File: src/mbw_pkg.sv
// mbw_pkg: constants for the modbus block-write frame interpreter
package mbw_pkg;
    localparam logic [7:0]  FC_WRITE_MULTI  = 8'h10;
    localparam logic [7:0]  FC_EXC_FLAG     = 8'h80;
    localparam logic [7:0]  ADDR_BROADCAST  = 8'h00;
    localparam logic [7:0]  TIME_START_HI   = 8'h44;
    localparam logic [7:0]  TIME_START_LO   = 8'h02;
    localparam logic [15:0] TIME_REG_COUNT  = 16'h0004;
    localparam logic [7:0]  EXC_ILL_FUNC    = 8'h01;
    localparam logic [7:0]  EXC_ILL_ADDR    = 8'h02;
    localparam logic [7:0]  EXC_ILL_VALUE   = 8'h03;
    localparam logic [7:0]  EXC_NODE_ERR    = 8'h04;
    localparam logic [7:0]  EXC_CONFIRM     = 8'h05;
    localparam logic [7:0]  EXC_BUSY        = 8'h06;
    localparam logic [15:0] CRC_INIT        = 16'hffff;
    localparam logic [15:0] CRC_POLY        = 16'ha001;
    localparam logic [63:0] TIME_RESET      = 64'h0000_0000_0000_0000;
    localparam int          MAX_DATA_BYTES  = 8;
    localparam int          MAX_REPLY_BYTES = 8;
endpackage : mbw_pkg

File: src/mbw_crc16.sv
// mbw_crc16: byte-wide modbus crc-16 accumulator
`timescale 1ns/100ps
`default_nettype none
module mbw_crc16 (
    input  wire logic        i_core_clk, // core clock
    input  wire logic        i_rst,      // sync reset, high
    input  wire logic        i_clear,    // restart at init value
    input  wire logic        i_valid,    // byte strobe
    input  wire logic [7:0]  i_byte,     // byte to fold in
    output logic      [15:0] o_crc       // running crc
);
    typedef struct packed {
        logic [15:0] crc;
    } mbw_crc_st_t;

    mbw_crc_st_t st_r;
    mbw_crc_st_t st_nxt;

    // reflected lsb-first update, one byte per strobe
    always_comb begin
        logic [15:0] c;
        c = st_r.crc;
        st_nxt = st_r;
        if (i_clear) begin
            st_nxt.crc = mbw_pkg::CRC_INIT;
        end else if (i_valid) begin
            c = c ^ {8'h00, i_byte};
            for (int b = 0; b < 8; b++) begin
                c = c[0] ? ((c >> 1) ^ mbw_pkg::CRC_POLY) : (c >> 1);
            end
            st_nxt.crc = c;
        end
    end

    always_ff @(posedge i_core_clk) begin
        if (i_rst) begin
            st_r <= '{crc: mbw_pkg::CRC_INIT};
        end else begin
            st_r <= st_nxt;
        end
    end

    assign o_crc = st_r.crc;
endmodule : mbw_crc16
`default_nettype wire

File: src/mbw_frame.sv
// mbw_frame: modbus rtu slave interpreter for write-multiple-registers
`timescale 1ns/100ps
`default_nettype none
module mbw_frame (
    input  wire logic        i_core_clk,     // core clock, 200 mhz
    input  wire logic        i_rst,          // sync reset, high
    input  wire logic [7:0]  i_node_addr,    // own node address, pin strap
    input  wire logic        i_rx_valid,     // received byte strobe
    input  wire logic [7:0]  i_rx_byte,      // received byte
    input  wire logic        i_rx_par_err,   // parity error on this byte
    input  wire logic        i_rx_eof,       // frame gap seen, frame ends
    input  wire logic        i_tx_ready,     // transmitter takes a byte
    input  wire logic        i_node_busy,    // previous work still pending
    input  wire logic        i_slow_write,   // write needs extended time
    input  wire logic        i_store_fail,   // value buffer write failed
    output logic             o_tx_valid,     // reply byte offered
    output logic      [7:0]  o_tx_byte,      // reply byte
    output logic             o_tx_last,      // last byte of reply
    output logic             o_time_we,      // system time updated, pulse
    output logic      [63:0] o_system_time,  // breaker_system_time value
    output logic      [7:0]  o_year,         // time: year
    output logic      [7:0]  o_month,        // time: month
    output logic      [7:0]  o_day,          // time: day
    output logic      [7:0]  o_hour,         // time: hour
    output logic      [7:0]  o_minute,       // time: minute
    output logic      [7:0]  o_second,       // time: second
    output logic      [15:0] o_subsecond     // time: sub-second
);
    typedef enum logic [2:0] {
        ST_RX   = 3'b000,
        ST_SKIP = 3'b001,
        ST_EVAL = 3'b010,
        ST_TX   = 3'b011,
        ST_CRC  = 3'b100
    } mbw_state_t;

    typedef struct packed {
        mbw_state_t  state;
        logic [4:0]  idx;        // bytes received in frame
        logic        bad;        // parity or overrun seen
        logic [7:0]  addr;
        logic [7:0]  fc;
        logic [15:0] start;
        logic [15:0] count;
        logic [7:0]  nbytes;
        logic [63:0] data;
        logic [7:0]  crc_lo;     // last two bytes, the crc
        logic [7:0]  crc_hi;
        logic [15:0] crc_prev;   // crc before the last byte; crc_prev2 before the last two
        logic [15:0] crc_prev2;
        logic [3:0]  tx_len;
        logic [3:0]  tx_pos;
        logic [63:0] tx_buf;
        logic        tx_valid;
        logic [7:0]  tx_byte;
        logic        tx_last;
        logic        crc_hi_sent;
        logic        time_we;
        logic [63:0] systime;
    } mbw_st_t;

    mbw_st_t     st_r;
    mbw_st_t     st_nxt;
    logic [7:0]  node_addr_s;
    logic [15:0] rx_crc;
    logic [15:0] tx_crc;
    logic        tx_clr;
    logic        tx_fold;

    // strap crosses in from a pin
    mbw_sync2 #(.W(8)) u_addr_sync (
        .i_core_clk (i_core_clk),
        .i_rst      (i_rst),
        .i_async    (i_node_addr),
        .o_sync     (node_addr_s)
    );

    // receive crc over every byte; the trailing two are compared later
    mbw_crc16 u_rx_crc (
        .i_core_clk (i_core_clk),
        .i_rst      (i_rst),
        .i_clear    (st_r.state == ST_EVAL),
        .i_valid    (i_rx_valid && st_r.state == ST_RX),
        .i_byte     (i_rx_byte),
        .o_crc      (rx_crc)
    );

    // transmit crc folds each reply byte ahead of the crc trailer as it is accepted
    mbw_crc16 u_tx_crc (
        .i_core_clk (i_core_clk),
        .i_rst      (i_rst),
        .i_clear    (tx_clr),
        .i_valid    (tx_fold),
        .i_byte     (st_r.tx_byte),
        .o_crc      (tx_crc)
    );

    assign tx_clr  = (st_r.state == ST_EVAL);
    assign tx_fold = st_r.tx_valid && i_tx_ready && (st_r.state == ST_TX);

    // byte-lane pick from the reply buffer, msb byte first
    function automatic logic [7:0] pick(input logic [63:0] buf_v, input logic [3:0] pos);
        pick = buf_v[63 - 8*pos -: 8];
    endfunction

    // frame walker, evaluation and reply sequencer
    always_comb begin
        logic        ok_crc;
        logic        mine;
        logic        bcast;
        logic [7:0]  exc;
        logic        do_write;
        ok_crc   = 1'b0;
        mine     = 1'b0;
        bcast    = 1'b0;
        exc      = 8'h00;
        do_write = 1'b0;
        st_nxt   = st_r;
        st_nxt.time_we = 1'b0;
        case (st_r.state)
            ST_RX: begin
                if (i_rx_valid) begin
                    if (i_rx_par_err) begin
                        st_nxt.bad = 1'b1;
                    end
                    // field order on the wire
                    case (st_r.idx)
                        5'd0: st_nxt.addr = i_rx_byte;
                        5'd1: st_nxt.fc = i_rx_byte;
                        5'd2: st_nxt.start[15:8] = i_rx_byte;
                        5'd3: st_nxt.start[7:0] = i_rx_byte;
                        5'd4: st_nxt.count[15:8] = i_rx_byte;
                        5'd5: st_nxt.count[7:0] = i_rx_byte;
                        5'd6: st_nxt.nbytes = i_rx_byte;
                        default: begin
                            if (st_r.idx < 5'd15) begin
                                st_nxt.data[63 - 8*(st_r.idx - 5'd7) -: 8] = i_rx_byte;
                            end
                        end
                    endcase
                    // two-byte delay line of crc values and bytes
                    st_nxt.crc_prev2 = st_r.crc_prev;
                    st_nxt.crc_prev  = rx_crc;
                    st_nxt.crc_lo    = st_r.crc_hi;
                    st_nxt.crc_hi    = i_rx_byte;
                    if (st_r.idx == 5'd31) begin
                        st_nxt.bad = 1'b1; // overrun: frame longer than any we serve
                    end else begin
                        st_nxt.idx = st_r.idx + 5'd1;
                    end
                end
                if (i_rx_eof) begin
                    st_nxt.state = ST_EVAL;
                end
            end
            ST_EVAL: begin
                // crc covers all bytes before the trailing pair, low byte first
                ok_crc = (st_r.idx >= 5'd4) && !st_r.bad
                         && ({st_r.crc_hi, st_r.crc_lo} == st_r.crc_prev2);
                bcast  = (st_r.addr == mbw_pkg::ADDR_BROADCAST);
                mine   = (st_r.addr == node_addr_s);
                if (st_r.fc != mbw_pkg::FC_WRITE_MULTI) begin
                    exc = mbw_pkg::EXC_ILL_FUNC;
                end else if (i_node_busy) begin
                    exc = mbw_pkg::EXC_BUSY;
                end else if (st_r.start != {mbw_pkg::TIME_START_HI, mbw_pkg::TIME_START_LO}) begin
                    exc = mbw_pkg::EXC_ILL_ADDR;
                end else if (st_r.count != mbw_pkg::TIME_REG_COUNT
                             || {8'h00, st_r.nbytes} != {st_r.count[14:0], 1'b0}
                             || st_r.idx != 5'd17) begin
                    exc = mbw_pkg::EXC_ILL_VALUE;
                end else if (i_store_fail) begin
                    exc = mbw_pkg::EXC_NODE_ERR;
                end else begin
                    do_write = 1'b1;
                    if (i_slow_write) begin
                        exc = mbw_pkg::EXC_CONFIRM;
                    end
                end
                st_nxt.idx = 5'd0;
                st_nxt.bad = 1'b0;
                st_nxt.state = ST_SKIP;
                if (ok_crc && (mine || bcast)) begin
                    if (do_write) begin
                        // year..second then sub-second
                        st_nxt.systime = st_r.data;
                        st_nxt.time_we = 1'b1;
                    end
                    if (!bcast) begin
                        st_nxt.state = ST_TX;
                        st_nxt.tx_pos = 4'd0;
                        if (exc != 8'h00) begin
                            st_nxt.tx_buf = {st_r.addr, st_r.fc | mbw_pkg::FC_EXC_FLAG, exc, 40'h0};
                            st_nxt.tx_len = 4'd3;
                        end else begin
                            st_nxt.tx_buf = {st_r.addr, st_r.fc, st_r.start, st_r.count, 16'h0};
                            st_nxt.tx_len = 4'd6;
                        end
                    end
                end
            end
            ST_SKIP: begin
                // one cycle for crc units to settle before the next frame
                st_nxt.tx_valid = 1'b0;
                st_nxt.tx_last  = 1'b0;
                st_nxt.crc_hi_sent = 1'b0;
                st_nxt.state = ST_RX;
            end
            ST_TX: begin
                if (!st_r.tx_valid) begin
                    st_nxt.tx_valid = 1'b1;
                    st_nxt.tx_byte  = pick(st_r.tx_buf, st_r.tx_pos);
                end else if (i_tx_ready) begin
                    if (st_r.tx_pos + 4'd1 == st_r.tx_len) begin
                        st_nxt.tx_valid = 1'b0;
                        st_nxt.state = ST_CRC;
                    end else begin
                        st_nxt.tx_pos  = st_r.tx_pos + 4'd1;
                        st_nxt.tx_byte = pick(st_r.tx_buf, st_r.tx_pos + 4'd1);
                    end
                end
            end
            ST_CRC: begin
                // crc trailer, low byte then high
                if (!st_r.tx_valid) begin
                    st_nxt.tx_valid = 1'b1;
                    st_nxt.tx_byte  = st_r.crc_hi_sent ? tx_crc[15:8] : tx_crc[7:0];
                    st_nxt.tx_last  = st_r.crc_hi_sent;
                end else if (i_tx_ready) begin
                    st_nxt.tx_valid = 1'b0;
                    st_nxt.tx_last  = 1'b0;
                    if (st_r.crc_hi_sent) begin
                        st_nxt.crc_hi_sent = 1'b0;
                        st_nxt.state = ST_RX;
                    end else begin
                        st_nxt.crc_hi_sent = 1'b1;
                    end
                end
            end
            default: st_nxt.state = ST_RX;
        endcase
    end

    // single state register; bytes arriving mid-reply are not taken
    always_ff @(posedge i_core_clk) begin
        if (i_rst) begin
            st_r <= '0;
            st_r.state <= ST_RX;
            st_r.systime <= mbw_pkg::TIME_RESET;
        end else begin
            st_r <= st_nxt;
        end
    end

    assign o_tx_valid    = st_r.tx_valid;
    assign o_tx_byte     = st_r.tx_byte;
    assign o_tx_last     = st_r.tx_last;
    assign o_time_we     = st_r.time_we;
    assign o_system_time = st_r.systime;
    assign o_year        = st_r.systime[63:56];
    assign o_month       = st_r.systime[55:48];
    assign o_day         = st_r.systime[47:40];
    assign o_hour        = st_r.systime[39:32];
    assign o_minute      = st_r.systime[31:24];
    assign o_second      = st_r.systime[23:16];
    assign o_subsecond   = st_r.systime[15:0];
endmodule : mbw_frame
`default_nettype wire

File: src/mbw_sync2.sv
// mbw_sync2: two-flop synchroniser for pin-level inputs
`timescale 1ns/100ps
`default_nettype none
module mbw_sync2 #(
    parameter int W = 1
) (
    input  wire logic         i_core_clk, // core clock
    input  wire logic         i_rst,      // sync reset, high
    input  wire logic [W-1:0] i_async,    // asynchronous level
    output logic      [W-1:0] o_sync      // synchronised level
);
    typedef struct packed {
        logic [W-1:0] s1;
        logic [W-1:0] s2;
    } mbw_sync_st_t;

    mbw_sync_st_t st_r;
    mbw_sync_st_t st_nxt;

    // first stage is only read by the second
    always_comb begin
        st_nxt.s1 = i_async;
        st_nxt.s2 = st_r.s1;
    end

    always_ff @(posedge i_core_clk) begin
        if (i_rst) begin
            st_r <= '0;
        end else begin
            st_r <= st_nxt;
        end
    end

    assign o_sync = st_r.s2;
endmodule : mbw_sync2
`default_nettype wire

File: config.mk
export PLATFORM = sky130hd
export DESIGN_NAME = mbw_frame
export DESIGN_NICKNAME = d
export VERILOG_FILES = /design/src/mbw_pkg.sv /design/src/mbw_crc16.sv /design/src/mbw_frame.sv /design/src/mbw_sync2.sv
export SDC_FILE = /design/constraint.sdc
export NUM_CORES = 1
export LEC_CHECK = 0
export ABC_AREA = 1
export ABC_CLOCK_PERIOD_IN_PS = 8000
export BUFFER_PORTS_ARGS = -buffer_cell sky130_fd_sc_hd__buf_2
export CAP_MARGIN = 10
export CELL_PAD_IN_SITES_DETAIL_PLACEMENT = 1
export CELL_PAD_IN_SITES_GLOBAL_PLACEMENT = 1
export CORE_AREA = 2 2 241 243
export CTS_BUF_LIST = sky130_fd_sc_hd__clkbuf_16
export DETAILED_ROUTE_END_ITERATION = 10
export DIE_AREA = 0 0 243 245
export GPL_TIMING_DRIVEN = 0
export PLACE_DENSITY_LB_ADDON = 0.1
export SLEW_MARGIN = 30
export SYNTH_ARGS = -nofsm -noshare
export SYNTH_HDL_FRONTEND = slang
export SYNTH_HIERARCHICAL = 1
export SYNTH_SLANG_ARGS = --single-unit
File: constraint.sdc
create_clock -name i_core_clk -period 8 [get_ports i_core_clk]
set_clock_uncertainty 0.05 [all_clocks]
set_input_delay 0.4 -clock i_core_clk [delete_from_list [all_inputs] [get_ports i_core_clk]]
set_output_delay 0.4 -clock i_core_clk [all_outputs]
set_load 0.01 [all_outputs]
==> flow_summary.json <==
{
  "synth_area_per_cell_um2": 6.916,
  "synth_nets": 2475,
  "crit_arrival_ns": 3.91,
  "vias": 15870,
  "grt_pass1_vias": 16450,
  "final_layout_size_suffix_gt1_share_pct": 18.05,
  "port_buffers": 163,
  "top_usage_layer": "met2",
  "wl_per_cell_um": 17.11,
  "use_met2_pct": 35.03,
  "ys_ff_latch": 356,
  "clk_pin_slew_ns": 0.06,
  "worstMarginPinSlew_ns": 0.9720,
  "cts_tree": "done",
  "stdcell_count": 3458,
  "grt_usage_pct": 19.85,
  "nFillCells": 7270,
  "syn-cell-area_um2": 16890,
  "yosysWarnings": 6,
  "wl_um": 59160,
  "grt_pass1_wl_um": 92870,
  "finish.net_count": 2691,
  "worst_skew_pair.late_latency_ns": 0.58,
  "drcViolationCount": 0,
  "p_leak_nw": 9.950,
  "gr-total-overflow": 0,
  "die_area_um2": 59540,
  "drtPass1Iterations": 7,
  "finalHoldViolations": 0,
  "period_share_pct": 44.07,
  "dp_cells": 3371,
  "status": "completed",
  "start_util_pct": 29.62,
  "cts.repair.resized": 0,
  "cts_buffers": 43,
  "maxSlewHeadroom_pct": 35.20,
  "fin_setup_tns_ns": 0,
  "setup_viol": 0,
  "area_growth_pct": 19.08,
  "dieWidth_um": 243,
  "first_iter_violations": 623,
  "crit_required_ns": 8.38,
  "p_per_area_nw_per_um2": 264.1,
  "gr-usage-met3_pct": 2.624,
  "yosysSeqAreaShare_pct": 42.18,
  "hold_class": "primary input to flip-flop",
  "fmax_mhz": 283.6,
  "post-route-min-period_ns": 3.526,
  "ant_nets": 0,
  "drv_slew": 0,
  "core_area_um2": 57030,
  "grt_max_degree": 13,
  "final_cell_mix": "514 x nand2_1, 429 x nor2_1, 356 x dfxtp_1",
  "netlist_instances": 2443,
  "post_drt_via_cell_ratio": 4.589,
  "synth_cell_types": 41,
  "max-cap-violations": 0,
  "grt_antenna_before_repair": 3,
  "r2r_cells": 12,
  "die_h_um": 245,
  "dp_hpwl_um": 44820,
  "worst-setup-path-type": "flip-flop to flip-flop",
  "root_buffer": "clkbuf_16",
  "start_kind": "flip-flop",
  "place_congestion": 0.8486,
  "rsz0062_at_grt": "no",
  "num_rows": 88,
  "grtUsageMet1_pct": 24.78,
  "ir_drop_mv": 0.1524,
  "end_kind": "flip-flop",
  "ctsHtreeMaxLevel": 2,
  "io_pins": 164,
  "crit_fanout": 11,
  "mostFrequentLayoutCell": "nand2_1",
  "numClockSinks": 356,
  "min_path_cells": 3,
  "cts.path.max_buffers": 3
}
## area by class of cell
class                      instances  area [um2]  area share, %
multi-input combinational       1565        7187          35.72
timing repair buffer             171       895.9          4.453
clock buffer                      44        1101          5.473
clock inverter                    34       265.3          1.318
sequential                       356        7127          35.42
tap                              765       957.2          4.757
inverter                         282        1059          5.261
buffer                           240        1525          7.581
antenna                            1       2.502        0.01244
## stage by stage
step	hold slack, ns	instance area, um2	utilization, %	worst slack [ns]	total power, mW
floorplan	0.3383	16900	-	5.414	2.982
global placement	0.3529	18670	32.73	4.670	3.390
detailed placement	0.3518	18670	32.74	4.525	3.426
CTS	0.1359	20120	35.27	4.482	5.386
finish	0.1735	20120	35.28	4.474	5.314
global route	0.1551	20120	35.27	4.269	5.649
## cells in the mapped netlist
cell	instances	area [um2]
o31ai_1	4	30.03
nand2_1	514	1929
xnor2_2	3	48.80
nor3_2	1	10.01
nor2_2	13	81.33
xor2_1	11	96.34
o21ai_2	1	8.760
buf_6	9	101.4
inv_2	24	90.09
inv_1	252	945.9
o211ai_1	27	202.7
buf_8	1	15.01
dfxtp_1	356	7127
nor4_1	1	6.260
ha_1	7	87.58
nor3_1	19	95.09
and2_1	2	12.51
o21ai_0	171	855.8
clkinv_1	6	22.52
nand3_1	65	325.3
o21ai_1	42	210.2
nand2_2	25	156.4
buf_1	8	30.03
xnor2_1	3	26.28
o21a_1	1	7.510
nand4_2	5	62.56
nand3b_1	1	7.510
or2_2	2	12.51
buf_2	20	100.1
a211oi_1	21	157.7
nand3_2	16	160.2
a21oi_1	158	790.8
buf_4	138	1036
xor2_2	4	65.06
or4_1	1	7.510
nor3b_1	1	7.510
clkbuf_1	64	240.2
a22oi_1	7	52.55
nand4_1	9	56.30
nand2b_1	1	6.260
nor2_1	429	1610
## cells by family (layout without fill, tap and decap cells)
| logic type | after synthesis | after routing | share of synthesized area [%] |
|---|---|---|---|
| DFF | 356 | 356 | 42.18 |
| adders and majority gates | 7 | 7 | 0.5184 |
| xor gates and xnor gates | 21 | 21 | 1.400 |
| other | 0 | 1 | 0 |
| buffers and inverters | 522 | 771 | 15.28 |
| AOI/OAI and AO/OA | 432 | 432 | 13.71 |
| and+or+nand+nor | 1105 | 1105 | 26.91 |
## power breakdown
part / switching, mW / internal [mW]
Sequential: 0.134 / 1.94
Clock: 0.805 / 1.12
Combinational: 0.924 / 0.384
Total: 1.86 / 3.45
## worst max-delay path, cell delays in order (launching register included)
cell and delay, ns:
dfxtp_1 0.43, clkbuf_1 0.42, inv_1 0.21, buf_1 0.31, ha_1 0.29, inv_1 0.08, nor3_1 0.07, nor3_1 0.41
nand4_2 0.31, inv_1 0.18, nand2_1 0.11, o21ai_0 0.41, nor2_1 0.08
## what timing repair did
action,in CTS,in global routing
setup buffers,0,0
endpoints found under the hold margin,8,0
hold buffers,8,0
## per-layer routing
metal  routed length, um  vias to the layer above  share of wire (%)
met3                1808                       93                3.1
met4                1808                        0                3.1
li1                    -                     7979                  -
met1               26880                     7555                 45
met5                   0                        -                  0
met2               28660                      242                 48
## worst paths after layout
path / from / end / slack (ns)
max: st_r[317]$_SDFFE_PP0P_ / flip-flop / 4.47
min: i_rst / u_addr_sync/o_sync[7]$_SDFF_PP0_ / 0.17
max reg2reg: st_r[317]$_SDFFE_PP0P_ / flip-flop / 4.47
min reg2reg: u_addr_sync/st_nxt[7]$_SDFF_PP0_ / u_addr_sync/o_sync[7]$_SDFF_PP0_ / 0.36
Power figures use the tool's default switching activity.
